==> config.mk <==
export PLATFORM = sky130hd
export DESIGN_NAME = sic_top
export DESIGN_NICKNAME = d
export VERILOG_FILES = /design/src/sic_pkg.sv /design/src/sic_err_latch.sv /design/src/sic_top.sv
export SDC_FILE = /design/constraint.sdc
export NUM_CORES = 2
export LEC_CHECK = 0
export ABC_AREA = 1
export ABC_CLOCK_PERIOD_IN_PS = 17450
export BUFFER_PORTS_ARGS = -buffer_cell sky130_fd_sc_hd__buf_4
export CORE_MARGIN = 2
export CORE_UTILIZATION = 25
export DETAILED_ROUTE_END_ITERATION = 12
export GPL_ROUTABILITY_DRIVEN = 0
export PLACE_DENSITY_LB_ADDON = 0.2
export SLEW_MARGIN = 20
export SYNTH_ARGS = -nofsm -noshare
export SYNTH_HDL_FRONTEND = slang
export SYNTH_SLANG_ARGS = --single-unit
==> constraint.sdc <==
create_clock -name clk -period 17.45 [get_ports clk]
set_input_delay 1.745 -clock clk [delete_from_list [all_inputs] [get_ports clk]]
set_output_delay 1.745 -clock clk [all_outputs]
set_load 0.005 [all_outputs]
==> src/sic_pkg.sv <==
package sic_pkg;

  localparam int NPT   = 8;
  localparam int NPAIR = 4;
  localparam int NTEST = 8;

  // time base: one tick of TICK_US, all delays but the sync guard counted in ticks
  localparam int CLK_MHZ     = 250;
  localparam int TICK_US     = 1000;
  localparam int TICK_CYCLES = TICK_US * CLK_MHZ;
  localparam int TICKS_PER_MS = 1000 / TICK_US;

  localparam int FILT_STEP_MS  = 6;
  localparam int FILT_MAX_MS   = 126;
  localparam int LATCH_STEP_MS = 10;
  localparam int LATCH_DEF_MS  = 1000;
  localparam int DISC_STEP_MS  = 10;

  localparam logic [6:0]  FILT_STEP_TICKS  = 7'(FILT_STEP_MS * TICKS_PER_MS);
  localparam logic [4:0]  FILT_MAX_STEPS   = 5'(FILT_MAX_MS / FILT_STEP_MS);
  localparam logic [15:0] LATCH_STEP_TICKS = 16'(LATCH_STEP_MS * TICKS_PER_MS);
  localparam logic [11:0] DISC_STEP_TICKS  = 12'(DISC_STEP_MS * TICKS_PER_MS);
  localparam logic [12:0] LATCH_RST        = 13'(LATCH_DEF_MS / LATCH_STEP_MS);

  // cycles after a test pulse ends in which the input is still recovering
  localparam logic [17:0] SYNC_GUARD_CYCLES = 18'h00008;

  // register offsets
  localparam logic [7:0] OFS_CTRL = 8'h00;
  localparam logic [7:0] OFS_STAT = 8'h04;
  localparam logic [7:0] OFS_MASK = 8'h08;
  localparam logic [7:0] OFS_DATA = 8'h0C;
  localparam logic [2:0] OFS_PCFG_PAGE = 3'h1;  // 0x20..0x3C, one per point
  localparam logic [3:0] OFS_PAIR_PAGE = 4'h4;  // 0x40..0x4C, one per pair

  // point configuration fields
  localparam int CFG_MODE_LSB = 0;
  localparam int CFG_SRC_LSB  = 2;
  localparam int CFG_ON_LSB   = 6;
  localparam int CFG_OFF_LSB  = 11;
  localparam int CFG_W        = 16;
  // pair configuration fields
  localparam int PR_OP_LSB   = 0;
  localparam int PR_DISC_LSB = 4;
  localparam int PR_W        = 12;
  // status layout: point events low, pair events above
  localparam int STAT_PAIR_LSB = 8;
  localparam int STAT_W        = 12;

  localparam logic [CFG_W-1:0]  CFG_RST  = 16'h0000;
  localparam logic [PR_W-1:0]   PAIR_RST = 12'h000;
  localparam logic [STAT_W-1:0] MASK_RST = 12'h000;

  typedef enum logic [1:0] {
    SIC_UNUSED = 2'h0,
    SIC_PULSE  = 2'h1,
    SIC_SAFETY = 2'h2,
    SIC_STD    = 2'h3
  } sic_mode_t;

  typedef enum logic [1:0] {
    SIC_SINGLE = 2'h0,
    SIC_EQUIV  = 2'h1,
    SIC_COMPL  = 2'h2
  } sic_op_t;

  typedef enum logic [2:0] {
    DISC_IDLE = 3'h1,
    DISC_RUN  = 3'h2,
    DISC_FLT  = 3'h4
  } sic_disc_t;

endpackage

==> src/sic_err_latch.sv <==
module sic_err_latch (
  input  wire logic        clk,
  input  wire logic        rst_n,
  input  wire logic        tick_i,
  input  wire logic        event_i,
  input  wire logic [15:0] hold_ticks_i,
  output logic             active_o
);

  typedef struct packed {
    logic [15:0] cnt;
    logic        act;
  } sic_lat_st_t;

  sic_lat_st_t q;
  sic_lat_st_t n;

  always_comb begin
    n = q;
    if (event_i) begin
      // a new error restarts the hold from the full time
      n.cnt = hold_ticks_i;
      n.act = 1'b1;
    end else if (q.act && tick_i) begin
      // release on the tick after the count runs out, so the hold never
      // falls short of the full time whatever the tick phase
      if (q.cnt == 16'h0000) begin
        n.act = 1'b0;
      end else begin
        n.cnt = q.cnt - 16'h0001;
      end
    end
  end

  always_ff @(posedge clk or negedge rst_n) begin
    if (!rst_n) begin
      q <= '0;
    end else begin
      q <= n;
    end
  end

  assign active_o = q.act;

endmodule // sic_err_latch

==> src/sic_top.sv <==
// Summary of operation
// a point whose pair is set to single is judged alone, with no cross-check.
// an equivalent pair faults if both filtered values are not equal in time.
// a complementary pair faults if the values are not opposite in time.
// an unused point always reports 0, whatever its terminal does.
// a pulse-tested point faults if it stays high through its source pulse.
// a safety-mode point is accepted without any pulse check.
// a standard-mode point inside a dual-channel pair is a configuration fault.
// each point selects no test source or test output 0 upward by number.
// the value goes to 1 only after the input was high for the on delay.
// the value goes to 0 only after the input was low for the off delay.
// every detected error is held for the programmed latch time; above 6553 steps the code wraps the hold ticks at 16 bits.
// the pair timer starts on the first change and faults on expiry.
module sic_top #(
  parameter int TICK_CYCLES = sic_pkg::TICK_CYCLES
) (
  input  wire logic        clk,
  input  wire logic        rst_n,
  input  wire logic [7:0]  pin_i,
  input  wire logic [7:0]  addr_i,
  input  wire logic [31:0] wdata_i,
  input  wire logic        wr_i,
  input  wire logic        rd_i,
  output logic      [31:0] rdata_o,
  output logic      [7:0]  data_o,
  output logic      [7:0]  test_out_o,
  output logic      [7:0]  point_err_o,
  output logic      [3:0]  pair_err_o,
  output logic             irq_o
);

  localparam logic [17:0] TICK_LAST = 18'(TICK_CYCLES - 1);

  typedef struct packed {
    logic [7:0]                         s1;
    logic [7:0]                         s2;
    logic [7:0]                         s3;
    logic [7:0]                         stab;
    logic [7:0]                         filt;
    logic [7:0]                         data;
    logic [7:0]                         tout;
    logic [7:0][6:0]                    fcnt;
    logic [7:0][sic_pkg::CFG_W-1:0]     cfg;
    logic [3:0][sic_pkg::PR_W-1:0]      pcfg;
    sic_pkg::sic_disc_t [3:0]           dst;
    logic [3:0][11:0]                   dcnt;
    logic [12:0]                        latch;
    logic [sic_pkg::STAT_W-1:0]         mask;
    logic [sic_pkg::STAT_W-1:0]         stat;
    logic [31:0]                        rdata;
    logic [17:0]                        tcnt;
    logic [3:0]                         pcnt;
    logic                               tick;
    logic                               irq;
  } sic_top_st_t;

  sic_top_st_t q;
  sic_top_st_t n;

  logic        rst_s1_q;
  logic        rst_s2_q;
  logic        rst_int_n;
  logic [7:0]  pt_ev;
  logic [3:0]  pr_ev;
  logic [7:0]  pt_act;
  logic [3:0]  pr_act;
  logic [15:0] latch_ticks;

  // reset is released through two flops; everything else uses the copy
  always_ff @(posedge clk or negedge rst_n) begin
    if (!rst_n) begin
      rst_s1_q <= 1'b0;
      rst_s2_q <= 1'b0;
    end else begin
      rst_s1_q <= 1'b1;
      rst_s2_q <= rst_s1_q;
    end
  end
  assign rst_int_n = rst_s2_q;

  assign latch_ticks = 16'({3'h0, q.latch} * sic_pkg::LATCH_STEP_TICKS);

  genvar gi;
  generate
    for (gi = 0; gi < sic_pkg::NPT; gi++) begin : g_pt_latch
      sic_err_latch u_lat (
        .clk          (clk),
        .rst_n        (rst_int_n),
        .tick_i       (q.tick),
        .event_i      (pt_ev[gi]),
        .hold_ticks_i (latch_ticks),
        .active_o     (pt_act[gi])
      );
    end
    for (gi = 0; gi < sic_pkg::NPAIR; gi++) begin : g_pr_latch
      sic_err_latch u_lat (
        .clk          (clk),
        .rst_n        (rst_int_n),
        .tick_i       (q.tick),
        .event_i      (pr_ev[gi]),
        .hold_ticks_i (latch_ticks),
        .active_o     (pr_act[gi])
      );
    end
  endgenerate

  always_comb begin
    logic [7:0]  pulse_end;
    logic [7:0]  hold;
    logic [3:0]  prev_pcnt;
    logic [3:0]  src;
    logic [2:0]  sidx;
    logic        src_ok;
    logic [1:0]  mode;
    logic [4:0]  steps;
    logic [6:0]  target;
    logic [7:0]  paired_pt;
    logic [1:0]  op;
    logic        paired;
    logic        a;
    logic        b;
    logic        rel_ok;
    logic [11:0] lim;
    logic        rd_stat;
    logic [2:0]  pidx;
    logic [1:0]  ridx;
    n         = q;
    pulse_end = 8'h00;
    hold      = 8'h00;
    prev_pcnt = q.pcnt - 4'h1;
    src       = 4'h0;
    sidx      = 3'h0;
    src_ok    = 1'b0;
    mode      = 2'h0;
    steps     = 5'h00;
    target    = 7'h00;
    paired_pt = 8'h00;
    op        = 2'h0;
    paired    = 1'b0;
    a         = 1'b0;
    b         = 1'b0;
    rel_ok    = 1'b1;
    lim       = 12'h000;
    pt_ev     = 8'h00;
    pr_ev     = 4'h0;
    rd_stat   = rd_i && (addr_i == sic_pkg::OFS_STAT);
    pidx      = addr_i[4:2];
    ridx      = addr_i[3:2];

    // three-flop input sampling; a level counts once stages two and three agree
    n.s1 = pin_i;
    n.s2 = q.s1;
    n.s3 = q.s2;
    for (int i = 0; i < sic_pkg::NPT; i++) begin
      if (q.s2[i] == q.s3[i]) begin
        n.stab[i] = q.s3[i];
      end
    end

    // time base
    n.tick = (q.tcnt == TICK_LAST);
    n.tcnt = n.tick ? 18'h00000 : q.tcnt + 18'h00001;

    // test pulses: outputs take turns, one tick low each, in a 16-tick round
    if (q.tick) begin
      n.pcnt = q.pcnt + 4'h1;
    end
    for (int k = 0; k < sic_pkg::NTEST; k++) begin
      n.tout[k] = !(n.pcnt[0] && (n.pcnt[3:1] == 3'(k)));
      pulse_end[k] = q.tick && q.pcnt[0] && (q.pcnt[3:1] == 3'(k));
      // the guard covers the input synchroniser catching up after the pulse
      hold[k] = (q.pcnt[0] && (q.pcnt[3:1] == 3'(k)))
             || (!q.pcnt[0] && (prev_pcnt[3:1] == 3'(k))
                 && (q.tcnt < sic_pkg::SYNC_GUARD_CYCLES));
    end

    // which points belong to a dual-channel pair
    for (int p = 0; p < sic_pkg::NPAIR; p++) begin
      op = q.pcfg[p][sic_pkg::PR_OP_LSB +: 2];
      paired = (op == sic_pkg::SIC_EQUIV) || (op == sic_pkg::SIC_COMPL);
      paired_pt[2*p]   = paired;
      paired_pt[2*p+1] = paired;
    end

    // per point: filter, pulse check, configuration check
    for (int i = 0; i < sic_pkg::NPT; i++) begin
      mode = q.cfg[i][sic_pkg::CFG_MODE_LSB +: 2];
      src  = q.cfg[i][sic_pkg::CFG_SRC_LSB +: 4];
      // code 0 is no source, code k is test output k-1
      src_ok = (src != 4'h0) && (src <= 4'(sic_pkg::NTEST));
      sidx = 3'(src - 4'h1);
      if (q.stab[i] == q.filt[i]) begin
        n.fcnt[i] = 7'h00;
      end else if (mode == sic_pkg::SIC_PULSE && src_ok && hold[sidx]) begin
        // input is expected low during its own pulse: freeze the filter
        n.fcnt[i] = q.fcnt[i];
      end else begin
        if (q.stab[i]) begin
          steps = q.cfg[i][sic_pkg::CFG_ON_LSB +: 5];
        end else begin
          steps = q.cfg[i][sic_pkg::CFG_OFF_LSB +: 5];
        end
        if (steps > sic_pkg::FILT_MAX_STEPS) begin
          steps = sic_pkg::FILT_MAX_STEPS;
        end
        target = 7'({2'h0, steps} * sic_pkg::FILT_STEP_TICKS);
        // the first tick may come at once, so wait one tick past the target:
        // only then has the input stood for the whole delay
        if ((target == 7'h00) || (q.fcnt[i] > target)) begin
          n.filt[i] = q.stab[i];
          n.fcnt[i] = 7'h00;
        end else if (q.tick) begin
          n.fcnt[i] = q.fcnt[i] + 7'h01;
        end
      end
      // only a pulse-tested point is checked; safety mode trusts the device
      if (mode == sic_pkg::SIC_PULSE) begin
        if (!src_ok) begin
          pt_ev[i] = 1'b1;
        end else if (pulse_end[sidx] && q.stab[i]) begin
          // high through its pulse: short to supply or to another channel
          pt_ev[i] = 1'b1;
        end
      end
      if (paired_pt[i] && mode == sic_pkg::SIC_STD) begin
        pt_ev[i] = 1'b1;
      end
      // unused points and points in error never report 1
      n.data[i] = q.filt[i] && (mode != sic_pkg::SIC_UNUSED)
               && !pt_act[i]
               && !(paired_pt[i] && pr_act[i/2]);
    end

    // discrepancy timing per pair
    for (int p = 0; p < sic_pkg::NPAIR; p++) begin
      op = q.pcfg[p][sic_pkg::PR_OP_LSB +: 2];
      paired = (op == sic_pkg::SIC_EQUIV) || (op == sic_pkg::SIC_COMPL);
      a = q.filt[2*p];
      b = q.filt[2*p+1];
      if (op == sic_pkg::SIC_EQUIV) begin
        rel_ok = (a == b);
      end else begin
        rel_ok = (a != b);
      end
      lim = 12'(q.pcfg[p][sic_pkg::PR_DISC_LSB +: 8]
            * sic_pkg::DISC_STEP_TICKS);
      case (q.dst[p])
        sic_pkg::DISC_IDLE: begin
          // first channel changed, the other has not followed yet
          if (paired && !rel_ok) begin
            n.dcnt[p] = 12'h000;
            if (lim == 12'h000) begin
              n.dst[p] = sic_pkg::DISC_FLT;
              pr_ev[p] = 1'b1;
            end else begin
              n.dst[p] = sic_pkg::DISC_RUN;
            end
          end
        end
        sic_pkg::DISC_RUN: begin
          if (!paired || rel_ok) begin
            n.dst[p] = sic_pkg::DISC_IDLE;
          end else if (q.tick) begin
            // one tick of slack so a fault never comes before the full time
            if (q.dcnt[p] >= lim) begin
              n.dst[p] = sic_pkg::DISC_FLT;
              pr_ev[p] = 1'b1;
            end else begin
              n.dcnt[p] = q.dcnt[p] + 12'h001;
            end
          end
        end
        sic_pkg::DISC_FLT: begin
          // the fault holds on in the latch; the timer rearms once settled
          if (!paired || rel_ok) begin
            n.dst[p] = sic_pkg::DISC_IDLE;
          end
        end
        default: begin
          n.dst[p] = sic_pkg::DISC_IDLE;
        end
      endcase
    end

    // register writes
    if (wr_i) begin
      if (addr_i == sic_pkg::OFS_CTRL) begin
        n.latch = wdata_i[12:0];
      end else if (addr_i == sic_pkg::OFS_MASK) begin
        n.mask = wdata_i[sic_pkg::STAT_W-1:0];
      end else if (addr_i[7:5] == sic_pkg::OFS_PCFG_PAGE) begin
        n.cfg[pidx] = wdata_i[sic_pkg::CFG_W-1:0];
      end else if (addr_i[7:4] == sic_pkg::OFS_PAIR_PAGE) begin
        n.pcfg[ridx] = wdata_i[sic_pkg::PR_W-1:0];
      end
    end

    // sticky status: a read clears, an event in the same cycle still lands
    n.stat = (rd_stat ? '0 : q.stat)
           | {pr_ev, pt_ev};
    n.irq  = |(n.stat & n.mask);

    // read data stand for exactly one cycle after the strobe
    n.rdata = 32'h00000000;
    if (rd_i) begin
      if (addr_i == sic_pkg::OFS_CTRL) begin
        n.rdata = {19'h00000, q.latch};
      end else if (addr_i == sic_pkg::OFS_STAT) begin
        n.rdata = {20'h00000, q.stat};
      end else if (addr_i == sic_pkg::OFS_MASK) begin
        n.rdata = {20'h00000, q.mask};
      end else if (addr_i == sic_pkg::OFS_DATA) begin
        n.rdata = {12'h000, pr_act, pt_act, q.data};
      end else if (addr_i[7:5] == sic_pkg::OFS_PCFG_PAGE) begin
        n.rdata = {16'h0000, q.cfg[pidx]};
      end else if (addr_i[7:4] == sic_pkg::OFS_PAIR_PAGE) begin
        n.rdata = {20'h00000, q.pcfg[ridx]};
      end
    end
  end

  always_ff @(posedge clk or negedge rst_int_n) begin
    if (!rst_int_n) begin
      q       <= '0;
      q.tout  <= 8'hFF;
      q.cfg   <= {8{sic_pkg::CFG_RST}};
      q.pcfg  <= {4{sic_pkg::PAIR_RST}};
      q.dst   <= {4{sic_pkg::DISC_IDLE}};
      q.latch <= sic_pkg::LATCH_RST;
      q.mask  <= sic_pkg::MASK_RST;
    end else begin
      q <= n;
    end
  end

  assign rdata_o     = q.rdata;
  assign data_o      = q.data;
  assign test_out_o  = q.tout;
  assign point_err_o = pt_act;
  assign pair_err_o  = pr_act;
  assign irq_o       = q.irq;

endmodule // sic_top

* Word level (Yosys, flattened, before mapping)
Index checks and enable logic that the tools add are counted.
** Cells by class
- Add/sub/neg operators :: 35
- Multiply operators :: 13
- Order comparisons :: 41
- Equality and inequality tests :: 135
- Mux-type cells :: 291
- Bitwise operators :: 21
- Reductions and logical operators :: 313
** Operators by type and width (count)
- $mux 17 :: 24
- $mux 12 :: 23
- $mux 16 :: 15
- $mux 5 :: 48
- $mux 7 :: 32
- $logic_not 16->1 :: 12
- $sub 16x1->16 const B :: 12
- $bwmux 128 :: 1
- $logic_and 1x1->1 :: 128
- $mux 20 :: 5
- $pmux 12 s2 :: 4
- $mux 1 :: 84
- $mux 3 :: 24
- $reduce_bool 2->1 :: 36
- $reduce_and 2->1 :: 33
- $add 7x1->7 const B :: 8
- $gt 7x7->1 :: 8
- $logic_not 7->1 :: 8
- $ne 2x2->1 const B :: 28
- $add 12x1->12 const B :: 4
- $bmux 1 s3 :: 16
- $bmux 16 s3 :: 1
- $bwmux 48 :: 1
- $demux 16 s3 :: 1
- 48 further kinds :: 293
** Storage, ports and cells
- Bits in registers :: 647
- Bits of input ports :: 52

* Logic depth before layout (Yosys ltp)
- Depth after elaboration :: 20
- Depth in mapped cells :: 26
- Gate-level depth less buffers :: 25

* By module
A second synthesis with hierarchy kept.
** Second synthesis, totals
- Cell total of the unflattened synthesis :: 6114
- Area total of the unflattened synthesis :: 44746.7 sq um
** By module, submodules not included
- sic_top :: instances 1, cells each 3834, area each 29296.8 sq um, sequential area each 10804.1 sq um
- sic_err_latch :: instances 12, cells each 190, area each 1287.5 sq um, sequential area each 425.4 sq um

* Worst setup path before layout
No wires, ideal clock.
- Path kind :: register to register
- From :: reg q[415] in the netlist's numbering
- To :: reg q[375] in the netlist's numbering
- Setup time :: 66 ps
- Arrival time :: 3496 ps
- Data required time :: 17384 ps
- Path slack :: 13888 ps
- Stages on the path, launching flop included :: 20
- Path buffers :: 1
- Clock period less this slack :: 3562 ps
- Cells stage by stage :: dfrtp_1 buf_4 o21ai_0 inv_1 or2_2 a21oi_1 nor2_1 ha_1 fa_1 nand2_1 nand2_1 o21ai_0 o21ai_0 ha_1 nand2_1 o41ai_1 nand3_1 nand2_4 nand3_1 nand2_1
** Between the ends
- Longest elaborated chain between the ends :: 13
- Elaborated cells on any way between the ends :: 18
- Those cells by class :: mul: 1; order compare: 2; eq/ne: 2; mux: 9; reduce/logical: 4
** Ends and longest elaborated chain
- from (decl) :: RTL line sic_top.sv:57 : sic_top_st_t q;
- from (signal assigned) :: RTL line sic_top.sv:332 : q <= n;
- $mux 5 :: RTL line sic_top.sv:198 : if (q.stab[i]) begin
- $mux 5 :: RTL line sic_top.sv:194 : end else if (mode == sic_pkg::SIC_PULSE && src_ok && hold[sidx]) begin
- $mux 5 :: RTL line sic_top.sv:192 : if (q.stab[i] == q.filt[i]) begin
- $gt 5x5->1 :: RTL line sic_top.sv:203 : if (steps > sic_pkg::FILT_MAX_STEPS) begin
- $mux 5 :: RTL line sic_top.sv:203
- $mux 5 :: RTL line sic_top.sv:194
- $mux 5 :: RTL line sic_top.sv:192
- $mul 5x2->6 :: RTL line sic_top.sv:206 : target = 7'({2'h0, steps} * sic_pkg::FILT_STEP_TICKS);
- $gt 7x7->1 / $logic_not 7->1 (equally long branches) :: RTL line sic_top.sv:209 : if ((target == 7'h00) || (q.fcnt[i] > target)) begin
- $logic_or 1x1->1 :: RTL line sic_top.sv:209
- $mux 7 :: RTL line sic_top.sv:209
- $mux 7 :: RTL line sic_top.sv:194
- $mux 7 :: RTL line sic_top.sv:192
Several ways; a longest one is shown, not always the timed one. The select of a mux whose other input is x is not followed.
A chain may end at the register's enable or synchronous reset.

* Worst setup path in the final report
- From :: reg q[415] in the netlist's numbering
- To :: reg q[376] in the netlist's numbering
Same word-level chain as after synthesis.

==> flow_metrics.env <==
export IMPL_status="complete, but fails checks"
export IMPL_violations="design-rule violations"
export IMPL_synth_compound_area_share_pct=11.8
export IMPL_yosysWarnings=0
export IMPL_placed_area_sq_mm=0.0442
export IMPL_end_kind="flip-flop"
export IMPL_synth_async_sr_flop_share_pct=100
export IMPL_skew_ns=0.0362
export IMPL_crit_top_cell="nand2_1"
export IMPL_rows=149
export IMPL_drv_cap=0
export IMPL_crit_required_ns=18.08
export IMPL_fin_nets=5750
export IMPL_post_cts_buffers=0
export IMPL_syn_to_final_growth_pct=13.1
export IMPL_cts_root_buf="clkbuf_16"
export IMPL_synthMuxAreaShare_pct=0.136
export IMPL_synth_ff_type="dfrtp_1"
export IMPL_synthesis_area_sq_mm=0.0415
export IMPL_wl_per_cell_microns=18.1
export IMPL_max_freq_ghz=0.222
export IMPL_antenna_found_initial=6
export IMPL_cts_resized=0
export IMPL_grt_pass1_wl_microns=215000
export IMPL_peakVddDrop_uv=78.4
export IMPL_synth_top_area_share_pct=37.4
export IMPL_cts_hold_buf=0
export IMPL_relSlewSlack_pct=26.4
export IMPL_period_share_pct=25.8
export IMPL_die_w_microns=412
export IMPL_layout_drive_gt1_share_pct=7.18
export IMPL_ant_nets=0
export IMPL_period_minus_slack_ns=4.50
export IMPL_cts_tree="built"
export IMPL_synth_area_leaders="dfrtp_1, nand2_1, ha_1, nand3_1, inv_1"
export IMPL_pin_count=113
export IMPL_crit_chain="o21ai_0, a21oi_1, inv_1, o211ai_1, ha_1, fa_1, nand2_1, nand2_1, o21ai_0, ha_1, nand2_1, nor2_1, o211ai_1, o211ai_1, o41ai_1, nand3_1, nand2_4, nand3_1, nand2_1"
export IMPL_dr_pass1_iters=10
export IMPL_drc=6
export IMPL_critPathTopFamily="compound AO/OA/AOI/OAI gates"
export IMPL_clkSlewWorstSetupHoldPaths_ns=0.06
export IMPL_path_max_fanout=14
export IMPL_final_setup_tns_ns=0
export IMPL_drt_iter0_markers=2747
export IMPL_numCtsBuffers=83
export IMPL_die_h_microns=412
export IMPL_clk_latency_ns=0.71
export IMPL_synth_seq_cells=635
export IMPL_fin_area_sq_mm=0.0470
export IMPL_synth_top_family_by_area="simple AND/OR/NAND/NOR gates"
export IMPL_yosysTopAreaCell="dfrtp_1"
export IMPL_synth_edf_count=0
export IMPL_initial_core_util_pct=25.2
export IMPL_vias=36300
export IMPL_power_density_mw_per_mm2=118
export IMPL_critical_path_slowest_cell="o21ai_0"
export IMPL_path_buf_inv=1
export IMPL_p_leak_nw=22.3
export IMPL_worst_pin_slew_ns=1.10
export IMPL_wl_microns=139000
export IMPL_grt_remaining_overflow=0
export IMPL_critPathKind="reg2reg"
export IMPL_worstHoldPathType="reg2reg"
export IMPL_synthCells=5441
export IMPL_grt_pass1_vias=34700
export IMPL_die_area_sq_mm=0.169
export IMPL_hpwl_microns=100000
export IMPL_synth_simple_area_share_pct=26.8
export IMPL_synth_xor_area_share_pct=5.57
export IMPL_crit_arrival_ns=5.13
export IMPL_synthAdderAreaFrac_pct=8.11
export IMPL_clock_path_buffers=3
export IMPL_numPortBuffers=84
export IMPL_core_sq_mm=0.165
export IMPL_grt_max_degree=70
export IMPL_cts_max_level=3
export IMPL_cts_sinks=635
export IMPL_final_max_slew_viol_count=0
export IMPL_cp_slowest_stage_delay_ns=0.62
export IMPL_viasPerCell=4.72
export IMPL_start_kind="flip-flop"
export IMPL_grt_usage_pct=16.3
export IMPL_yosysUniqueCellTypes=64
export IMPL_finalSetupViolCount=0
export IMPL_avgSynthCellArea_sq_um=7.63
export IMPL_hold_viol_final=0
export IMPL_rsz0062_at_grt="false"
export IMPL_seq_area_frac_synth_pct=38.3
[logic make-up (layout without fill, tap and decap cells)]
group                      after synthesis  count (layout)
AOI/OAI and AO/OA                      828             828
xor gates and xnor gates               264             264
adders and majority gates              263             263
buffers and inverters                  935             988
DFF                                    635             635
muxes                                    5               5
other                                    2              17
and+or+nand+nor                       2509            2509
[cell usage after synthesis, drive strengths merged (113+ instances only)]
master,instances
a21oi,142
buf,117
clkbuf,119
dfrtp,620
ha,242
inv,688
nand2,1241
nand3,529
nand4,155
nor2,393
nor3,113
o211ai,128
o21ai,411
xor2,183
[worst register-to-register path, delay by kind of cell (launching register included)]
family	cells	cell delay, ns
adders and majority gates	3	1.02
and+or+nand+nor	8	1.15
AOI/OAI and AO/OA	7	1.56
buffers and inverters	1	0.10
DFF	1	0.61
[where the power goes]
| group | switching (mW) | leakage, nW | internal (mW) |
|---|---|---|---|
| combinational | 1.17 | 13.0 | 0.623 |
| clock | 0.734 | 1.33 | 1.02 |
| sequential | 0.249 | 7.95 | 1.72 |
| total | 2.16 | 22.3 | 3.37 |
[state kept, by name, indices dropped and copies added, names as in the netlist, 4 cells and up]
| signal | cells |
|---|---|
| data_o | 8 |
| g_pr_latch.u_lat.active_o | 4 |
| g_pr_latch.u_lat.q | 64 |
| g_pt_latch.u_lat.active_o | 8 |
| g_pt_latch.u_lat.q | 128 |
| n | 16 |
| q | 376 |
| rdata_o | 20 |
| test_out_o | 8 |
[worst paths after layout]
kind / start / endpoint / slack [ns] / cells past startpoint
max: q[415]$_DFFE_PN0N_ / q[376]$_DFFE_PN0P_ / 12.95 / 19
min: n[426]$_DFF_PN0_ / n[418]$_DFF_PN0_ / 0.34 / 0
max reg2reg: q[415]$_DFFE_PN0N_ / q[376]$_DFFE_PN0P_ / 12.95 / 19
min reg2reg: n[426]$_DFF_PN0_ / n[418]$_DFF_PN0_ / 0.34 / 0
max in group asynchronous: rst_int_n$_DFF_PN0_ / q[114]$_DFFE_PN0P_ / 13.56 / 4
min in group asynchronous: rst_int_n$_DFF_PN0_ / q[20]$_DFF_PN0_ / 0.39 / 0
[cell type report]
class | count | area [sq um]
Antenna cell | 4 | 10.0
Inverter | 699 | 2620
Tap cell | 2189 | 2740
Clock inverter | 27 | 337
Multi-Input combinational cell | 3882 | 21900
Fill cell | 18000 | 118000
Sequential cell | 635 | 15900
Clock buffer | 120 | 2410
Timing Repair Buffer | 142 | 1070
[routing by layer]
layer / share of wire [%] / vias up / global-route usage (%)
li1: - / 18000 / -
met1: 48 / 17300 / 23.3
met2: 44 / 790 / 25.3
met3: 5.7 / 166 / 2.84
met4: 2.2 / 2 / 4.31
met5: 0.0072 / - / 0
[per-stage QoR]
stage | hold WS (ns) | power [mW] | setup WS [ns] | cells | util, %
after floorplan | 0.331 | 3.31 | 7.14 | 5452 | -
after global placement | 0.334 | 3.77 | 12.65 | 7547 | 26.8
after detailed placement | 0.336 | 3.79 | 12.59 | 7547 | 26.8
after CTS | 0.343 | 5.60 | 12.97 | 7694 | 28.5
after global routing | 0.352 | 5.94 | 12.34 | 7694 | 28.5
final | 0.340 | 5.53 | 12.95 | 7698 | 28.5
[layout by cell type, fill, tap and decap left out, types with 17 or more instances in the layout]
cell	n
nor2_1	384
nor4_1	22
clkbuf_1	19
or2_2	17
a21oi_1	142
xnor2_1	80
dfrtp_1	618
nand3_1	514
ha_1	242
clkbuf_16	84
o21ai_0	408
o31ai_1	24
xor2_1	181
nor3_1	105
inv_1	674
buf_4	142
o211ai_1	119
o221ai_1	23
nand4_1	155
o22ai_1	44
clkbuf_8	17
nand2_1	1221
No activity file was read; power rests on OpenSTA's default activity.
